$ cat config.mk
export PLATFORM = sky130hd
export DESIGN_NAME = mch_top
export DESIGN_NICKNAME = d
export VERILOG_FILES = /design/src/hdl/mch_pkg.sv /design/src/hdl/mch_stream_if.sv /design/src/hdl/mch_fifo.sv /design/src/hdl/mch_uart_tx.sv /design/src/hdl/mch_top.sv
export VERILOG_INCLUDE_DIRS = /design/src /design/src/hdl
export SDC_FILE = /design/constraint.sdc
export NUM_CORES = 1
export LEC_CHECK = 0
export BUFFER_PORTS_ARGS = -buffer_cell sky130_fd_sc_hd__buf_2
export CORE_MARGIN = 2
export CORE_UTILIZATION = 47
export CTS_CLUSTER_DIAMETER = 200
export DETAILED_ROUTE_END_ITERATION = 10
export GPL_ROUTABILITY_DRIVEN = 0
export PLACE_DENSITY = 0.75
export REMOVE_ABC_BUFFERS = 1
export SYNTH_ARGS = -nofsm -noshare
export SYNTH_HDL_FRONTEND = slang
export SYNTH_SLANG_ARGS = --single-unit
$ cat constraint.sdc
create_clock -name aclk -period 2.26 [get_ports aclk]
set_input_delay 0.113 -clock aclk [delete_from_list [all_inputs] [get_ports aclk]]
set_output_delay 0.113 -clock aclk [all_outputs]
set_load 0.01 [all_outputs]
$ cat src/hdl/mch_regs.svh
// Register offsets, field positions, reset values and timing counts of the modem port
// Functional notes
// [RULE1] Request-to-send stays on while powered, except in line-control mode.
// [RULE2] In line-control mode request-to-send follows transmit state, off in receive state.
// [RULE3] No character starts while clear-to-send is off; modem raises it to permit sending.
// [RULE4] In remote mode nothing is received while data-set-ready is off.
// [RULE5] Reception runs only while carrier detect is on.
// [RULE6] In remote mode data-terminal-ready is on unless another condition forces it off.
// [RULE7] Printer-ready option drops data-terminal-ready on error or nearly full buffer; the code applies it only outside line-control mode.
// [RULE8] Each modem control input reads inactive when modem or cable is absent.
// [RULE9] Transmitted data idles at mark; zero bit is space, one bit is mark.
// [RULE10] Modem holds received data at mark between characters, zero space, one mark.
// [RULE11] Reverse-channel data goes out on the secondary transmit line.
// [RULE12] Reverse-channel data arrives on the secondary receive line, apart from main data.
// [RULE13] Character: start bit, seven data bits LSB first, parity bit, stop bit.
// [RULE14] Parity off skips receive check; transmit parity still follows odd/even choice.
// [RULE15] Modem control inputs are synchronised before they gate sending or receiving.
`ifndef MCH_REGS_SVH
`define MCH_REGS_SVH

`define MCH_OFS_CTRL 8'h00
`define MCH_OFS_STAT 8'h04
`define MCH_OFS_TXD 8'h08
`define MCH_OFS_RXD 8'h0C
`define MCH_OFS_BAUD 8'h10

`define MCH_C_LINE_CTL 0
`define MCH_C_XMIT 1
`define MCH_C_REMOTE 2
`define MCH_C_PRDY_OPT 3
`define MCH_C_ERR 4
`define MCH_C_NEAR_FULL 5
`define MCH_C_PAR_EN 6
`define MCH_C_ODD 7
`define MCH_C_SEC_TX 8
`define MCH_CTRL_W 9
`define MCH_CTRL_RST 9'h104

`define MCH_S_CTS 0
`define MCH_S_DSR 1
`define MCH_S_DCD 2
`define MCH_S_RTS 3
`define MCH_S_DTR 4
`define MCH_S_RXV 5
`define MCH_S_PERR 6
`define MCH_S_OVR 7
`define MCH_S_SEC_RX 8
`define MCH_S_TX_BUSY 9
`define MCH_S_Q_EMPTY 10
`define MCH_S_Q_FULL 11

`define MCH_RXD_VALID 8

`define MCH_CLK_HZ 40000000
`define MCH_BAUD_DEF 300
`define MCH_DIV_DEF (`MCH_CLK_HZ / `MCH_BAUD_DEF)

`define MCH_RESP_OK 2'h0
`define MCH_RESP_SLVERR 2'h2

`endif

$ cat src/hdl/mch_pkg.sv
// Types shared by the modem port modules
package mch_pkg;
  typedef logic [6:0] mch_char_t;
  typedef logic [31:0] mch_word_t;
  typedef enum logic [1:0] {MCH_RX_IDLE, MCH_RX_START, MCH_RX_BITS, MCH_RX_STOP} mch_rx_state_e;
  typedef enum logic [1:0] {MCH_TX_IDLE, MCH_TX_SHIFT} mch_tx_state_e;
endpackage

$ cat src/hdl/mch_stream_if.sv
// Valid/ready carrier between the queue and the serialiser
`timescale 1ns/1ps
`default_nettype none
interface mch_stream_if #(parameter int W = 7);
  logic valid;
  logic ready;
  logic [W-1:0] data;
  modport src (output valid, output data, input ready);
  modport snk (input valid, input data, output ready);
endinterface
`default_nettype wire

$ cat src/hdl/mch_fifo.sv
// Transmit character queue with parameter width and depth
`timescale 1ns/1ps
`default_nettype none
module mch_fifo #(
  parameter int W = 7,
  parameter int DEPTH = 16
) (
  input wire logic aclk,
  input wire logic aresetn,
  mch_stream_if.snk fill,
  mch_stream_if.src drain,
  output logic full
);
  import mch_pkg::*;
  localparam int AW = $clog2(DEPTH);
  logic [W-1:0] mem [DEPTH];
  logic [AW:0] wptr_r;
  logic [AW:0] rptr_r;
  logic empty;
  logic push;
  logic pop;

  assign empty = (wptr_r == rptr_r);
  assign full = (wptr_r[AW-1:0] == rptr_r[AW-1:0]) && (wptr_r[AW] != rptr_r[AW]);
  assign fill.ready = ~full;
  assign drain.valid = ~empty;
  assign drain.data = mem[rptr_r[AW-1:0]];
  assign push = fill.valid & ~full;
  assign pop = drain.ready & ~empty;

  always_ff @(posedge aclk) begin
    if (push) begin
      mem[wptr_r[AW-1:0]] <= fill.data;
    end
  end

  always_ff @(posedge aclk) begin
    if (!aresetn) begin
      wptr_r <= '0;
    end else if (push) begin
      wptr_r <= wptr_r + 1'b1;
    end
  end

  always_ff @(posedge aclk) begin
    if (!aresetn) begin
      rptr_r <= '0;
    end else if (pop) begin
      rptr_r <= rptr_r + 1'b1;
    end
  end
endmodule
`default_nettype wire

$ cat src/hdl/mch_uart_tx.sv
// Character serialiser: start, seven data bits, parity, stop
`timescale 1ns/1ps
`default_nettype none
`include "mch_regs.svh"
module mch_uart_tx #(
  parameter int DIV_W = 20
) (
  input wire logic aclk,
  input wire logic aresetn,
  input wire logic [DIV_W-1:0] bit_div,
  input wire logic odd_par,
  input wire logic send_ok,
  mch_stream_if.snk chr,
  output logic txd,
  output logic busy
);
  import mch_pkg::*;
  mch_tx_state_e st_r;
  logic [9:0] sh_r;
  logic [3:0] nbits_r;
  logic [DIV_W-1:0] cnt_r;
  logic take;
  logic par;

  assign take = (st_r == MCH_TX_IDLE) & chr.valid & send_ok; // [RULE3]
  assign chr.ready = (st_r == MCH_TX_IDLE) & send_ok;
  assign par = odd_par ? ~(^chr.data) : ^chr.data; // [RULE14]
  assign busy = (st_r != MCH_TX_IDLE);

  // Clear-to-send is looked at only between characters; a started frame always completes
  always_ff @(posedge aclk) begin
    if (!aresetn) begin
      st_r <= MCH_TX_IDLE;
      sh_r <= '1;
      nbits_r <= '0;
      cnt_r <= '0;
      txd <= 1'b1;
    end else begin
      case (st_r)
        MCH_TX_IDLE: begin
          txd <= 1'b1; // [RULE9]
          if (take) begin
            sh_r <= {1'b1, par, chr.data, 1'b0}; // [RULE13]
            nbits_r <= 4'd10;
            cnt_r <= '0;
            st_r <= MCH_TX_SHIFT;
          end
        end
        MCH_TX_SHIFT: begin
          if (cnt_r == '0) begin
            if (nbits_r == 4'd0) begin
              st_r <= MCH_TX_IDLE;
              txd <= 1'b1;
            end else begin
              txd <= sh_r[0]; // [RULE9]
              sh_r <= {1'b1, sh_r[9:1]};
              nbits_r <= nbits_r - 4'd1;
              cnt_r <= bit_div - 1'b1;
            end
          end else begin
            cnt_r <= cnt_r - 1'b1;
          end
        end
        default: begin
          st_r <= MCH_TX_IDLE;
        end
      endcase
    end
  end
endmodule
`default_nettype wire

$ cat src/hdl/mch_top.sv
// Modem port: control lines, serial data path and AXI4-Lite register slave
`timescale 1ns/1ps
`default_nettype none
`include "mch_regs.svh"
module mch_top #(
  parameter int ADDR_W = 8,
  parameter int DIV_W = 20,
  parameter int QDEPTH = 16,
  parameter logic [DIV_W-1:0] BAUD_DIV = DIV_W'(`MCH_DIV_DEF)
) (
  input wire logic aclk,
  input wire logic aresetn,
  input wire logic [ADDR_W-1:0] s_axi_awaddr,
  input wire logic [2:0] s_axi_awprot,
  input wire logic s_axi_awvalid,
  output logic s_axi_awready,
  input wire mch_pkg::mch_word_t s_axi_wdata,
  input wire logic [3:0] s_axi_wstrb,
  input wire logic s_axi_wvalid,
  output logic s_axi_wready,
  output logic [1:0] s_axi_bresp,
  output logic s_axi_bvalid,
  input wire logic s_axi_bready,
  input wire logic [ADDR_W-1:0] s_axi_araddr,
  input wire logic [2:0] s_axi_arprot,
  input wire logic s_axi_arvalid,
  output logic s_axi_arready,
  output mch_pkg::mch_word_t s_axi_rdata,
  output logic [1:0] s_axi_rresp,
  output logic s_axi_rvalid,
  input wire logic s_axi_rready,
  output logic txd,
  input wire logic rxd,
  output logic rts,
  input wire logic cts,
  input wire logic dsr,
  output logic dtr,
  input wire logic dcd,
  output logic sec_txd,
  input wire logic sec_rxd
);
  import mch_pkg::*;

  // Two-stage synchronisers; control lines reset to off so an absent modem reads inactive, data lines to mark
  logic [4:0] pin_meta_r;
  logic [4:0] pin_sync_r;
  logic cts_s;
  logic dsr_s;
  logic dcd_s;
  logic rxd_s;
  logic sec_rxd_s;

  always_ff @(posedge aclk) begin
    if (!aresetn) begin
      pin_meta_r <= 5'h18;
      pin_sync_r <= 5'h18;
    end else begin
      pin_meta_r <= {sec_rxd, rxd, dcd, dsr, cts}; // [RULE15]
      pin_sync_r <= pin_meta_r;
    end
  end

  assign cts_s = pin_sync_r[0]; // [RULE8]
  assign dsr_s = pin_sync_r[1]; // [RULE8]
  assign dcd_s = pin_sync_r[2]; // [RULE8]
  assign rxd_s = pin_sync_r[3];
  assign sec_rxd_s = pin_sync_r[4]; // [RULE12]

  logic [`MCH_CTRL_W-1:0] ctrl_r;
  logic [DIV_W-1:0] div_r;
  logic line_ctl;
  logic remote;
  logic busy;
  logic q_full;

  assign line_ctl = ctrl_r[`MCH_C_LINE_CTL];
  assign remote = ctrl_r[`MCH_C_REMOTE];
  assign sec_txd = ctrl_r[`MCH_C_SEC_TX]; // [RULE11]

  // Modem control outputs
  always_ff @(posedge aclk) begin
    if (!aresetn) begin
      rts <= 1'b0;
    end else if (line_ctl) begin
      rts <= ctrl_r[`MCH_C_XMIT]; // [RULE2]
    end else begin
      rts <= 1'b1; // [RULE1]
    end
  end

  // Printer-ready option only applies outside line-control mode
  always_ff @(posedge aclk) begin
    if (!aresetn) begin
      dtr <= 1'b0;
    end else if (!remote) begin
      dtr <= 1'b0;
    end else if (!line_ctl && ctrl_r[`MCH_C_PRDY_OPT] &&
                 (ctrl_r[`MCH_C_ERR] || ctrl_r[`MCH_C_NEAR_FULL])) begin
      dtr <= 1'b0; // [RULE7]
    end else begin
      dtr <= 1'b1; // [RULE6]
    end
  end

  // Transmit path: register writes fill the queue, the serialiser drains it
  mch_stream_if #(.W(7)) q_in ();
  mch_stream_if #(.W(7)) q_out ();

  mch_fifo #(.W(7), .DEPTH(QDEPTH)) u_fifo (
    .aclk(aclk),
    .aresetn(aresetn),
    .fill(q_in.snk),
    .drain(q_out.src),
    .full(q_full)
  );

  mch_uart_tx #(.DIV_W(DIV_W)) u_tx (
    .aclk(aclk),
    .aresetn(aresetn),
    .bit_div(div_r),
    .odd_par(ctrl_r[`MCH_C_ODD]),
    .send_ok(cts_s), // [RULE3]
    .chr(q_out.snk),
    .txd(txd),
    .busy(busy)
  );

  // Receiver
  mch_rx_state_e rx_st_r;
  logic [DIV_W-1:0] rx_cnt_r;
  logic [3:0] rx_n_r;
  logic [7:0] rx_sh_r;
  logic rx_en;
  logic rx_done;
  logic rx_perr;
  mch_char_t rx_chr_r;
  logic rx_valid_r;
  logic perr_r;
  logic ovr_r;
  logic rx_pop;
  logic stat_clr_perr;
  logic stat_clr_ovr;

  assign rx_en = dcd_s && (dsr_s || !remote); // [RULE4] [RULE5]
  assign rx_done = (rx_st_r == MCH_RX_STOP) && (rx_cnt_r == '0) && rxd_s;
  assign rx_perr = ctrl_r[`MCH_C_PAR_EN] &&
                   (rx_sh_r[7] != (ctrl_r[`MCH_C_ODD] ? ~(^rx_sh_r[6:0]) : ^rx_sh_r[6:0])); // [RULE14]

  // Losing carrier, or data-set-ready in remote mode, mid-frame abandons the character
  always_ff @(posedge aclk) begin
    if (!aresetn || !rx_en) begin
      rx_st_r <= MCH_RX_IDLE;
      rx_cnt_r <= '0;
      rx_n_r <= '0;
      rx_sh_r <= '0;
    end else begin
      case (rx_st_r)
        MCH_RX_IDLE: begin
          if (!rxd_s) begin // [RULE10]
            rx_st_r <= MCH_RX_START;
            rx_cnt_r <= {1'b0, div_r[DIV_W-1:1]};
          end
        end
        MCH_RX_START: begin
          if (rx_cnt_r != '0) begin
            rx_cnt_r <= rx_cnt_r - 1'b1;
          end else if (!rxd_s) begin
            rx_st_r <= MCH_RX_BITS;
            rx_cnt_r <= div_r - 1'b1;
            rx_n_r <= 4'd8;
          end else begin
            rx_st_r <= MCH_RX_IDLE;
          end
        end
        MCH_RX_BITS: begin
          if (rx_cnt_r != '0) begin
            rx_cnt_r <= rx_cnt_r - 1'b1;
          end else begin
            rx_sh_r <= {rxd_s, rx_sh_r[7:1]}; // [RULE13]
            rx_cnt_r <= div_r - 1'b1;
            rx_n_r <= rx_n_r - 4'd1;
            if (rx_n_r == 4'd1) begin
              rx_st_r <= MCH_RX_STOP;
            end
          end
        end
        MCH_RX_STOP: begin
          if (rx_cnt_r != '0) begin
            rx_cnt_r <= rx_cnt_r - 1'b1;
          end else begin
            rx_st_r <= MCH_RX_IDLE;
          end
        end
        default: begin
          rx_st_r <= MCH_RX_IDLE;
        end
      endcase
    end
  end

  // A character with a bad stop bit is dropped without a flag
  always_ff @(posedge aclk) begin
    if (!aresetn) begin
      rx_chr_r <= '0;
      rx_valid_r <= 1'b0;
    end else if (rx_done) begin
      rx_chr_r <= rx_sh_r[6:0];
      rx_valid_r <= 1'b1;
    end else if (rx_pop) begin
      rx_valid_r <= 1'b0;
    end
  end

  // Sticky flags: a new event outranks a clear in the same cycle
  always_ff @(posedge aclk) begin
    if (!aresetn) begin
      perr_r <= 1'b0;
      ovr_r <= 1'b0;
    end else begin
      perr_r <= (rx_done && rx_perr) || (perr_r && !stat_clr_perr);
      ovr_r <= (rx_done && rx_valid_r && !rx_pop) || (ovr_r && !stat_clr_ovr);
    end
  end

  // AXI4-Lite write channel: address and data taken together
  logic [ADDR_W-1:0] waddr;
  logic wr_is_tx;
  logic wr_go;
  logic wr_hit;
  logic [31:0] wmask;

  assign waddr = {s_axi_awaddr[ADDR_W-1:2], 2'b00};
  assign wr_is_tx = (waddr == ADDR_W'(`MCH_OFS_TXD));
  assign q_in.valid = s_axi_awvalid && s_axi_wvalid && !s_axi_bvalid && wr_is_tx && s_axi_wstrb[0];
  assign q_in.data = s_axi_wdata[6:0];
  // A full queue holds off the write handshake, which stalls the master
  assign wr_go = s_axi_awvalid && s_axi_wvalid && !s_axi_bvalid && (!q_in.valid || q_in.ready);
  assign s_axi_awready = wr_go;
  assign s_axi_wready = wr_go;
  assign wr_hit = (waddr == ADDR_W'(`MCH_OFS_CTRL)) || (waddr == ADDR_W'(`MCH_OFS_STAT)) ||
                  wr_is_tx || (waddr == ADDR_W'(`MCH_OFS_BAUD)) || (waddr == ADDR_W'(`MCH_OFS_RXD));
  assign stat_clr_perr = wr_go && (waddr == ADDR_W'(`MCH_OFS_STAT)) && s_axi_wstrb[0] &&
                         s_axi_wdata[`MCH_S_PERR];
  assign stat_clr_ovr = wr_go && (waddr == ADDR_W'(`MCH_OFS_STAT)) && s_axi_wstrb[0] &&
                        s_axi_wdata[`MCH_S_OVR];

  genvar gi;
  generate
    for (gi = 0; gi < 4; gi++) begin : g_mask
      assign wmask[gi*8 +: 8] = {8{s_axi_wstrb[gi]}};
    end
  endgenerate

  always_ff @(posedge aclk) begin
    if (!aresetn) begin
      ctrl_r <= `MCH_CTRL_W'(`MCH_CTRL_RST);
    end else if (wr_go && waddr == ADDR_W'(`MCH_OFS_CTRL)) begin
      ctrl_r <= (ctrl_r & ~wmask[`MCH_CTRL_W-1:0]) | (s_axi_wdata[`MCH_CTRL_W-1:0] & wmask[`MCH_CTRL_W-1:0]);
    end
  end

  // A zero divisor would stall both serialisers, so it is refused
  always_ff @(posedge aclk) begin
    if (!aresetn) begin
      div_r <= BAUD_DIV;
    end else if (wr_go && waddr == ADDR_W'(`MCH_OFS_BAUD) &&
                 ((s_axi_wdata[DIV_W-1:0] & wmask[DIV_W-1:0]) | (div_r & ~wmask[DIV_W-1:0])) != '0) begin
      div_r <= (div_r & ~wmask[DIV_W-1:0]) | (s_axi_wdata[DIV_W-1:0] & wmask[DIV_W-1:0]);
    end
  end

  always_ff @(posedge aclk) begin
    if (!aresetn) begin
      s_axi_bvalid <= 1'b0;
      s_axi_bresp <= `MCH_RESP_OK;
    end else if (wr_go) begin
      s_axi_bvalid <= 1'b1;
      s_axi_bresp <= wr_hit ? `MCH_RESP_OK : `MCH_RESP_SLVERR;
    end else if (s_axi_bready) begin
      s_axi_bvalid <= 1'b0;
    end
  end

  // AXI4-Lite read channel
  logic [ADDR_W-1:0] raddr;
  logic rd_go;
  mch_word_t stat_w;
  mch_word_t rd_w;
  logic rd_hit;

  assign raddr = {s_axi_araddr[ADDR_W-1:2], 2'b00};
  assign rd_go = s_axi_arvalid && !s_axi_rvalid;
  assign s_axi_arready = rd_go;
  assign rx_pop = rd_go && (raddr == ADDR_W'(`MCH_OFS_RXD));

  always_comb begin
    stat_w = '0;
    stat_w[`MCH_S_CTS] = cts_s;
    stat_w[`MCH_S_DSR] = dsr_s;
    stat_w[`MCH_S_DCD] = dcd_s;
    stat_w[`MCH_S_RTS] = rts;
    stat_w[`MCH_S_DTR] = dtr;
    stat_w[`MCH_S_RXV] = rx_valid_r;
    stat_w[`MCH_S_PERR] = perr_r;
    stat_w[`MCH_S_OVR] = ovr_r;
    stat_w[`MCH_S_SEC_RX] = sec_rxd_s; // [RULE12]
    stat_w[`MCH_S_TX_BUSY] = busy;
    stat_w[`MCH_S_Q_EMPTY] = !q_out.valid;
    stat_w[`MCH_S_Q_FULL] = q_full;
  end

  always_comb begin
    rd_w = '0;
    rd_hit = 1'b1;
    case (raddr)
      ADDR_W'(`MCH_OFS_CTRL): rd_w[`MCH_CTRL_W-1:0] = ctrl_r;
      ADDR_W'(`MCH_OFS_STAT): rd_w = stat_w;
      ADDR_W'(`MCH_OFS_TXD): rd_w = '0;
      ADDR_W'(`MCH_OFS_RXD): rd_w[`MCH_RXD_VALID:0] = {rx_valid_r, 1'b0, rx_chr_r};
      ADDR_W'(`MCH_OFS_BAUD): rd_w[DIV_W-1:0] = div_r;
      default: rd_hit = 1'b0;
    endcase
  end

  always_ff @(posedge aclk) begin
    if (!aresetn) begin
      s_axi_rvalid <= 1'b0;
      s_axi_rdata <= '0;
      s_axi_rresp <= `MCH_RESP_OK;
    end else if (rd_go) begin
      s_axi_rvalid <= 1'b1;
      s_axi_rdata <= rd_w;
      s_axi_rresp <= rd_hit ? `MCH_RESP_OK : `MCH_RESP_SLVERR;
    end else if (s_axi_rready) begin
      s_axi_rvalid <= 1'b0;
    end
  end
endmodule
`default_nettype wire

; Word-level counts from Yosys, hierarchy flattened
; Memories as Yosys holds them, arrays and structs flattened. A register that Yosys moved wholly into a read port is not among the register bits.
; Index checks and enable logic that the tools add are counted.
[totals]
regBits = 158
output_inout_bits = 45
wordCells = 210
memories = 1
input_bits = 70
ram_bits = 112
[op_classes]
add_sub_neg = 7
reduce_logical = 73
bitwise_logic = 18
eq_ne = 30
muxes = 55
[mem_list]
columns = name, words, word_bits, rd, rd_clocked_by_memory_dff, wr, line
row1 = u_fifo.mem, 16, 7, 1, 1, 1, mch_fifo.sv:16  ; logic [W-1:0] mem [DEPTH];
[op_table]
columns = op, n
row1 = $mux 20, 8
row2 = $pmux 20 s4, 1
row3 = $sub 20x1->20 const B, 3
row4 = $and 20x20->20, 2
row5 = $logic_not 20->1, 2
row6 = $pmux 20 s2, 1
row7 = $reduce_bool 20->1, 2
row8 = $pmux 9 s4, 1
row9 = $mux 4, 8
row10 = $mux 10, 3
row11 = $logic_and 1x1->1, 26
row12 = $eq 6x2->1 const B, 4
row13 = $mux 2, 11
row14 = $pmux 11 s2, 1
row15 = $not 20->20, 1
row16 = $or 20x20->20, 1
row17 = $pmux 10 s2, 1
row18 = $and 9x9->9, 2
row19 = $logic_not 8->1, 2
row20 = $pmux 4 s2, 2
row21 = $mux 1, 15
row22 = $ne 2x2->1 const B, 7
row23 = $reduce_xor 7->1, 2
row24 = $eq 6x1->1 const B, 2
row25 = 28 further kinds, 75

; Logic depth before layout (Yosys ltp)
[logic_depth]
word_depth = 13
mapped_depth = 10
ltp_nobuf = 9

; Modules after synthesis
; A second synthesis with hierarchy kept.
[hier_totals]
hier_cells = 1309
hier_area_um2 = 13777.0
[modules_own_cells]
columns = mod, cells_per_inst, seq_area_each_um2, area_each_um2, n_inst
row1 = mch_top, 743, 2182.1, 6157.2, 1
row2 = mch_fifo, 262, 3643.5, 5188.7, 1
row3 = mch_uart_tx, 304, 700.7, 2431.1, 1

; Least setup slack after synthesis
; Ideal clock, no wire load.
[synth_timing]
path_kind = flip-flop to flip-flop
from = register u_fifo.wptr_r[2]
to = memory u_fifo.mem[3][0], enable pin
path_slack_ns = -0.093
t_required_ns = 1.880
path_stages_with_launch = 7
path_buffers = 1
period_less_slack_ns = 2.353
setup_ns = 0.380
arrival_ns = 1.973
cell_sequence = dfxtp_1 -> buf_2 -> xor2_1 -> nor4_4 -> a211oi_2 -> nand2_1 -> nor3_1
[synth_between]
elab_chain_len = 6
[synth_lines]
columns = element, line
row1 = start: declaration, mch_fifo.sv:17  ; logic [AW:0] wptr_r;
row2 = start signal: assignment, mch_fifo.sv:41  ; wptr_r <= wptr_r + 1'b1;
row3 = $eq 4x4->1, mch_fifo.sv:24  ; assign full = (wptr_r[AW-1:0] == rptr_r[AW-1:0]) && (wptr_r[AW] != rptr_r[AW]);
row4 = $logic_and 1x1->1, mch_fifo.sv:24
row5 = $not 1->1, mch_fifo.sv:28  ; assign push = fill.valid & ~full;
row6 = $and 1x1->1, mch_fifo.sv:28
row7 = $mux 1, mch_fifo.sv:32  ; if (push) begin
row8 = $mux 1 (not written as such), mch_fifo.sv:33  ; mem[wptr_r[AW-1:0]] <= fill.data;
row9 = end: declaration, mch_fifo.sv:16
; Parallel ways exist; a longest one is shown, timed or not.

==> metrics.cfg <==
[outcome]
outcome=finished, violations left
violations=negative setup slack

[drt]
drtIter0Drc=1033
wl_per_cell_um=20.0
viasPerCell=5.77
drc=0
detail-route-antenna-nets=0
drt_pre_antenna_iters=5
vias=10900
wl_um=37600

[worst_hold_path]
hp-class=in -> reg

[logic_synthesis]
yosysMostFrequentCell=dfxtp_1
synth_seq_cells=270
yosys_warnings=0
synth_seq_area_share_pct=49.5
synth_cell_types=83
synth_area_mm2=0.0132
ys.flop_type=dfxtp_1
synth_cells=1264
async_flop_share_pct=0
yosys-top-cells-count=dfxtp_1, nand2_1, edfxtp_1, nor2_1, a21oi_1
ys_top_cells_by_area=edfxtp_1, dfxtp_1, mux4_2
syn_area_per_cell_um2=10.4
yosys.area.top_type=edfxtp_1
post-synth-top-area-fraction_pct=25.5
synth_edf_count=112

[floorplanning]
fp-row-count=61
io_pins=115
die_height_um=171
start_util_pct=47.5
fp.dieArea_mm2=0.0294
core_mm2=0.0277
die_w_um=171

[global_route]
antenna_found_initial=0
grt_usage_pct=25.0
grt_pass1_wl_um=56900
grt_pass1_vias=10500
grt_overflow=0
grt_max_degree=73

[placed_design]
portBuffers=77
dpl_cell_area_mm2=0.0148
placed_cells=1790
place_hpwl_um=25600

[final_layout]
n_antenna_cell=0
drive_gt1_share_pct=26.2
num-fill-cells=2179
nets=1574
fin_cells=1883
stdcell_area_mm2=0.0164
area_growth_pct=24.3

[worst_setup_path]
rr_endpoint=u_tx.sh_r[8]
setup.worst_path.end=u_tx.sh_r[8]
crit_type=reg -> reg
crit_fanout=5
rr_worst_depth=9
worst-endpoint-arrival_ns=2.74
start_kind=register
crit_required_ns=2.67
reg2reg_slack_ns=-0.07
endpoint_kind=register

[cts]
worstSkewPairLatency_ns=0.55
cts_tree=done
root_buffer=clkbuf_16
h-tree-depth=1
cts_buffers=27
clk_pin_slew_ns=0.07
clockBufferDepth=3
clock-sinks=270

[timing]
slew_headroom_pct=37.0
finalCritPeriodShare_pct=103
fmax_mhz=429
skew_ns=0.0117
setup_viol=2
final_max_slew_viol_count=0
hold_viol_final=0
rsz0062_at_grt=yes
worstMarginPinSlew_ns=0.935
period_needed_ns=2.33
finalWorstSetupSlack_ns=-0.0705

[pwr]
peakVddDrop_mv=0.772
powerDensity_mw_per_mm2=602
p_leak_nw=6.13

[run]
maxCapViolCount=0

==> state kept, by name, summed over array words and instances (netlist names), 5 cells and up, named ones only <==
| signal | flops |
|---|---|
| u_fifo.mem | 112 |
| rx_cnt_r | 20 |
| u_tx.cnt_r | 20 |
| u_fifo.rptr_r | 5 |
| u_tx.sh_r | 9 |
| pin_meta_r | 5 |
| u_fifo.wptr_r | 5 |
| pin_sync_r | 5 |
| rx_sh_r | 8 |
| div_r | 20 |
| rx_chr_r | 7 |
| s_axi_rdata | 20 |
==> where the power goes <==
part	internal, mW	total [mW]	switching [mW]
Clock	2.45	4.40	1.95
Combinational	0.146	0.361	0.215
Sequential	5.09	5.10	0.0157
==> worst min-delay path by stage <==
| stage | depth (start not counted) | end | start | slack [ns] |
|---|---|---|---|---|
| floorplan | 1 | register | aresetn | 0.17 |
| global placement | 2 | pin_meta_r[4] | sec_rxd | 0.29 |
| detailed placement | 2 | pin_meta_r[4] | sec_rxd | 0.30 |
| CTS | 4 | s_axi_bresp[1] | s_axi_awaddr[2] | 0.005 |
| global route | 4 | register | s_axi_awaddr[4] | 0.03 |
| finish | 4 | register | s_axi_awaddr[4] | 0.007 |
==> through the flow <==
| step | setup WS, ns | util [%] | setup TNS (ns) | power (mW) | hold WS [ns] |
|---|---|---|---|---|---|
| floorplan | -0.838 | - | -25.67 | 5.31 | 0.175 |
| global placement | -0.0489 | 53.4 | -0.0489 | 5.51 | 0.295 |
| detailed placement | -0.104 | 53.4 | -0.104 | 5.52 | 0.298 |
| CTS | -0.0674 | 57.8 | -0.0674 | 9.85 | 0.00484 |
| global route | -0.150 | 59.1 | -0.545 | 10.1 | 0.0293 |
| finish | -0.0705 | 59.1 | -0.0811 | 9.86 | 0.00666 |
==> cells by family after synthesis <==
logic type	synth area share (%)
multiplexers	7.20
AO/OA/AOI/OAI	14.2
XOR/XNOR	4.85
flip-flops	49.5
other	0.0285
buffers and inverters	4.59
AND/OR/NAND/NOR	17.8
adder cells (fa/ha/maj)	1.80
==> placed cells by master, fill, tap and decap left out, types with 24 or more instances in the layout <==
cell type | Yosys | routed
dlygate4sd3_1 | 0 | 27
nand3_1 | 51 | 51
nand2_1 | 144 | 139
buf_2 | 17 | 76
xor2_1 | 28 | 26
xnor2_1 | 45 | 40
edfxtp_1 | 112 | 112
mux2i_1 | 25 | 24
nor3_1 | 29 | 26
dfxtp_1 | 158 | 156
inv_1 | 32 | 32
nor2_1 | 75 | 72
a21oi_1 | 65 | 62
buf_4 | 22 | 150
o21ai_0 | 44 | 42
a21boi_0 | 35 | 35
mux4_2 | 28 | 28
clkbuf_16 | 0 | 28
nor2b_1 | 35 | 35
a22oi_1 | 30 | 25
==> cell type report <==
class	count	area [um2]	area share, %
clock buffers	36	749	4.58
clock inverters	13	101	0.619
inverters	34	131	0.802
multi-input cells	884	6350	38.8
flip-flops and latches	270	6530	39.9
well taps	378	473	2.89
repair buffers	268	2030	12.4
==> critical path: stages, from the launching register on <==
cell and delay, ns:
dfxtp_4 0.43, buf_12 0.14, buf_6 0.10, mux4_2 0.50, a22o_1 0.31, nor2_4 0.16
xnor2_2 0.15, xnor2_2 0.15, xnor2_1 0.14, a32oi_1 0.11
==> timing repair <==
item / CTS / global route
hold buffers: 28 / 0
resized for setup: 5 / 61
setup endpoints to repair: 5 / 109
hold endpoints to repair: 41 / 0
pin swaps: 5 / 18
cloned: 0 / 1
setup buffers: 6 / 11
==> routing by layer <==
metal  up-vias  share of wire (%)  GRT usage [%]
met5         -                  0              0
met4         0                3.4           10.1
met3        71                8.7           3.87
met2       561                 47           40.2
met1      5239                 41           33.8
li1       4988                  -              -
No activity file was read; power rests on OpenSTA's default activity.
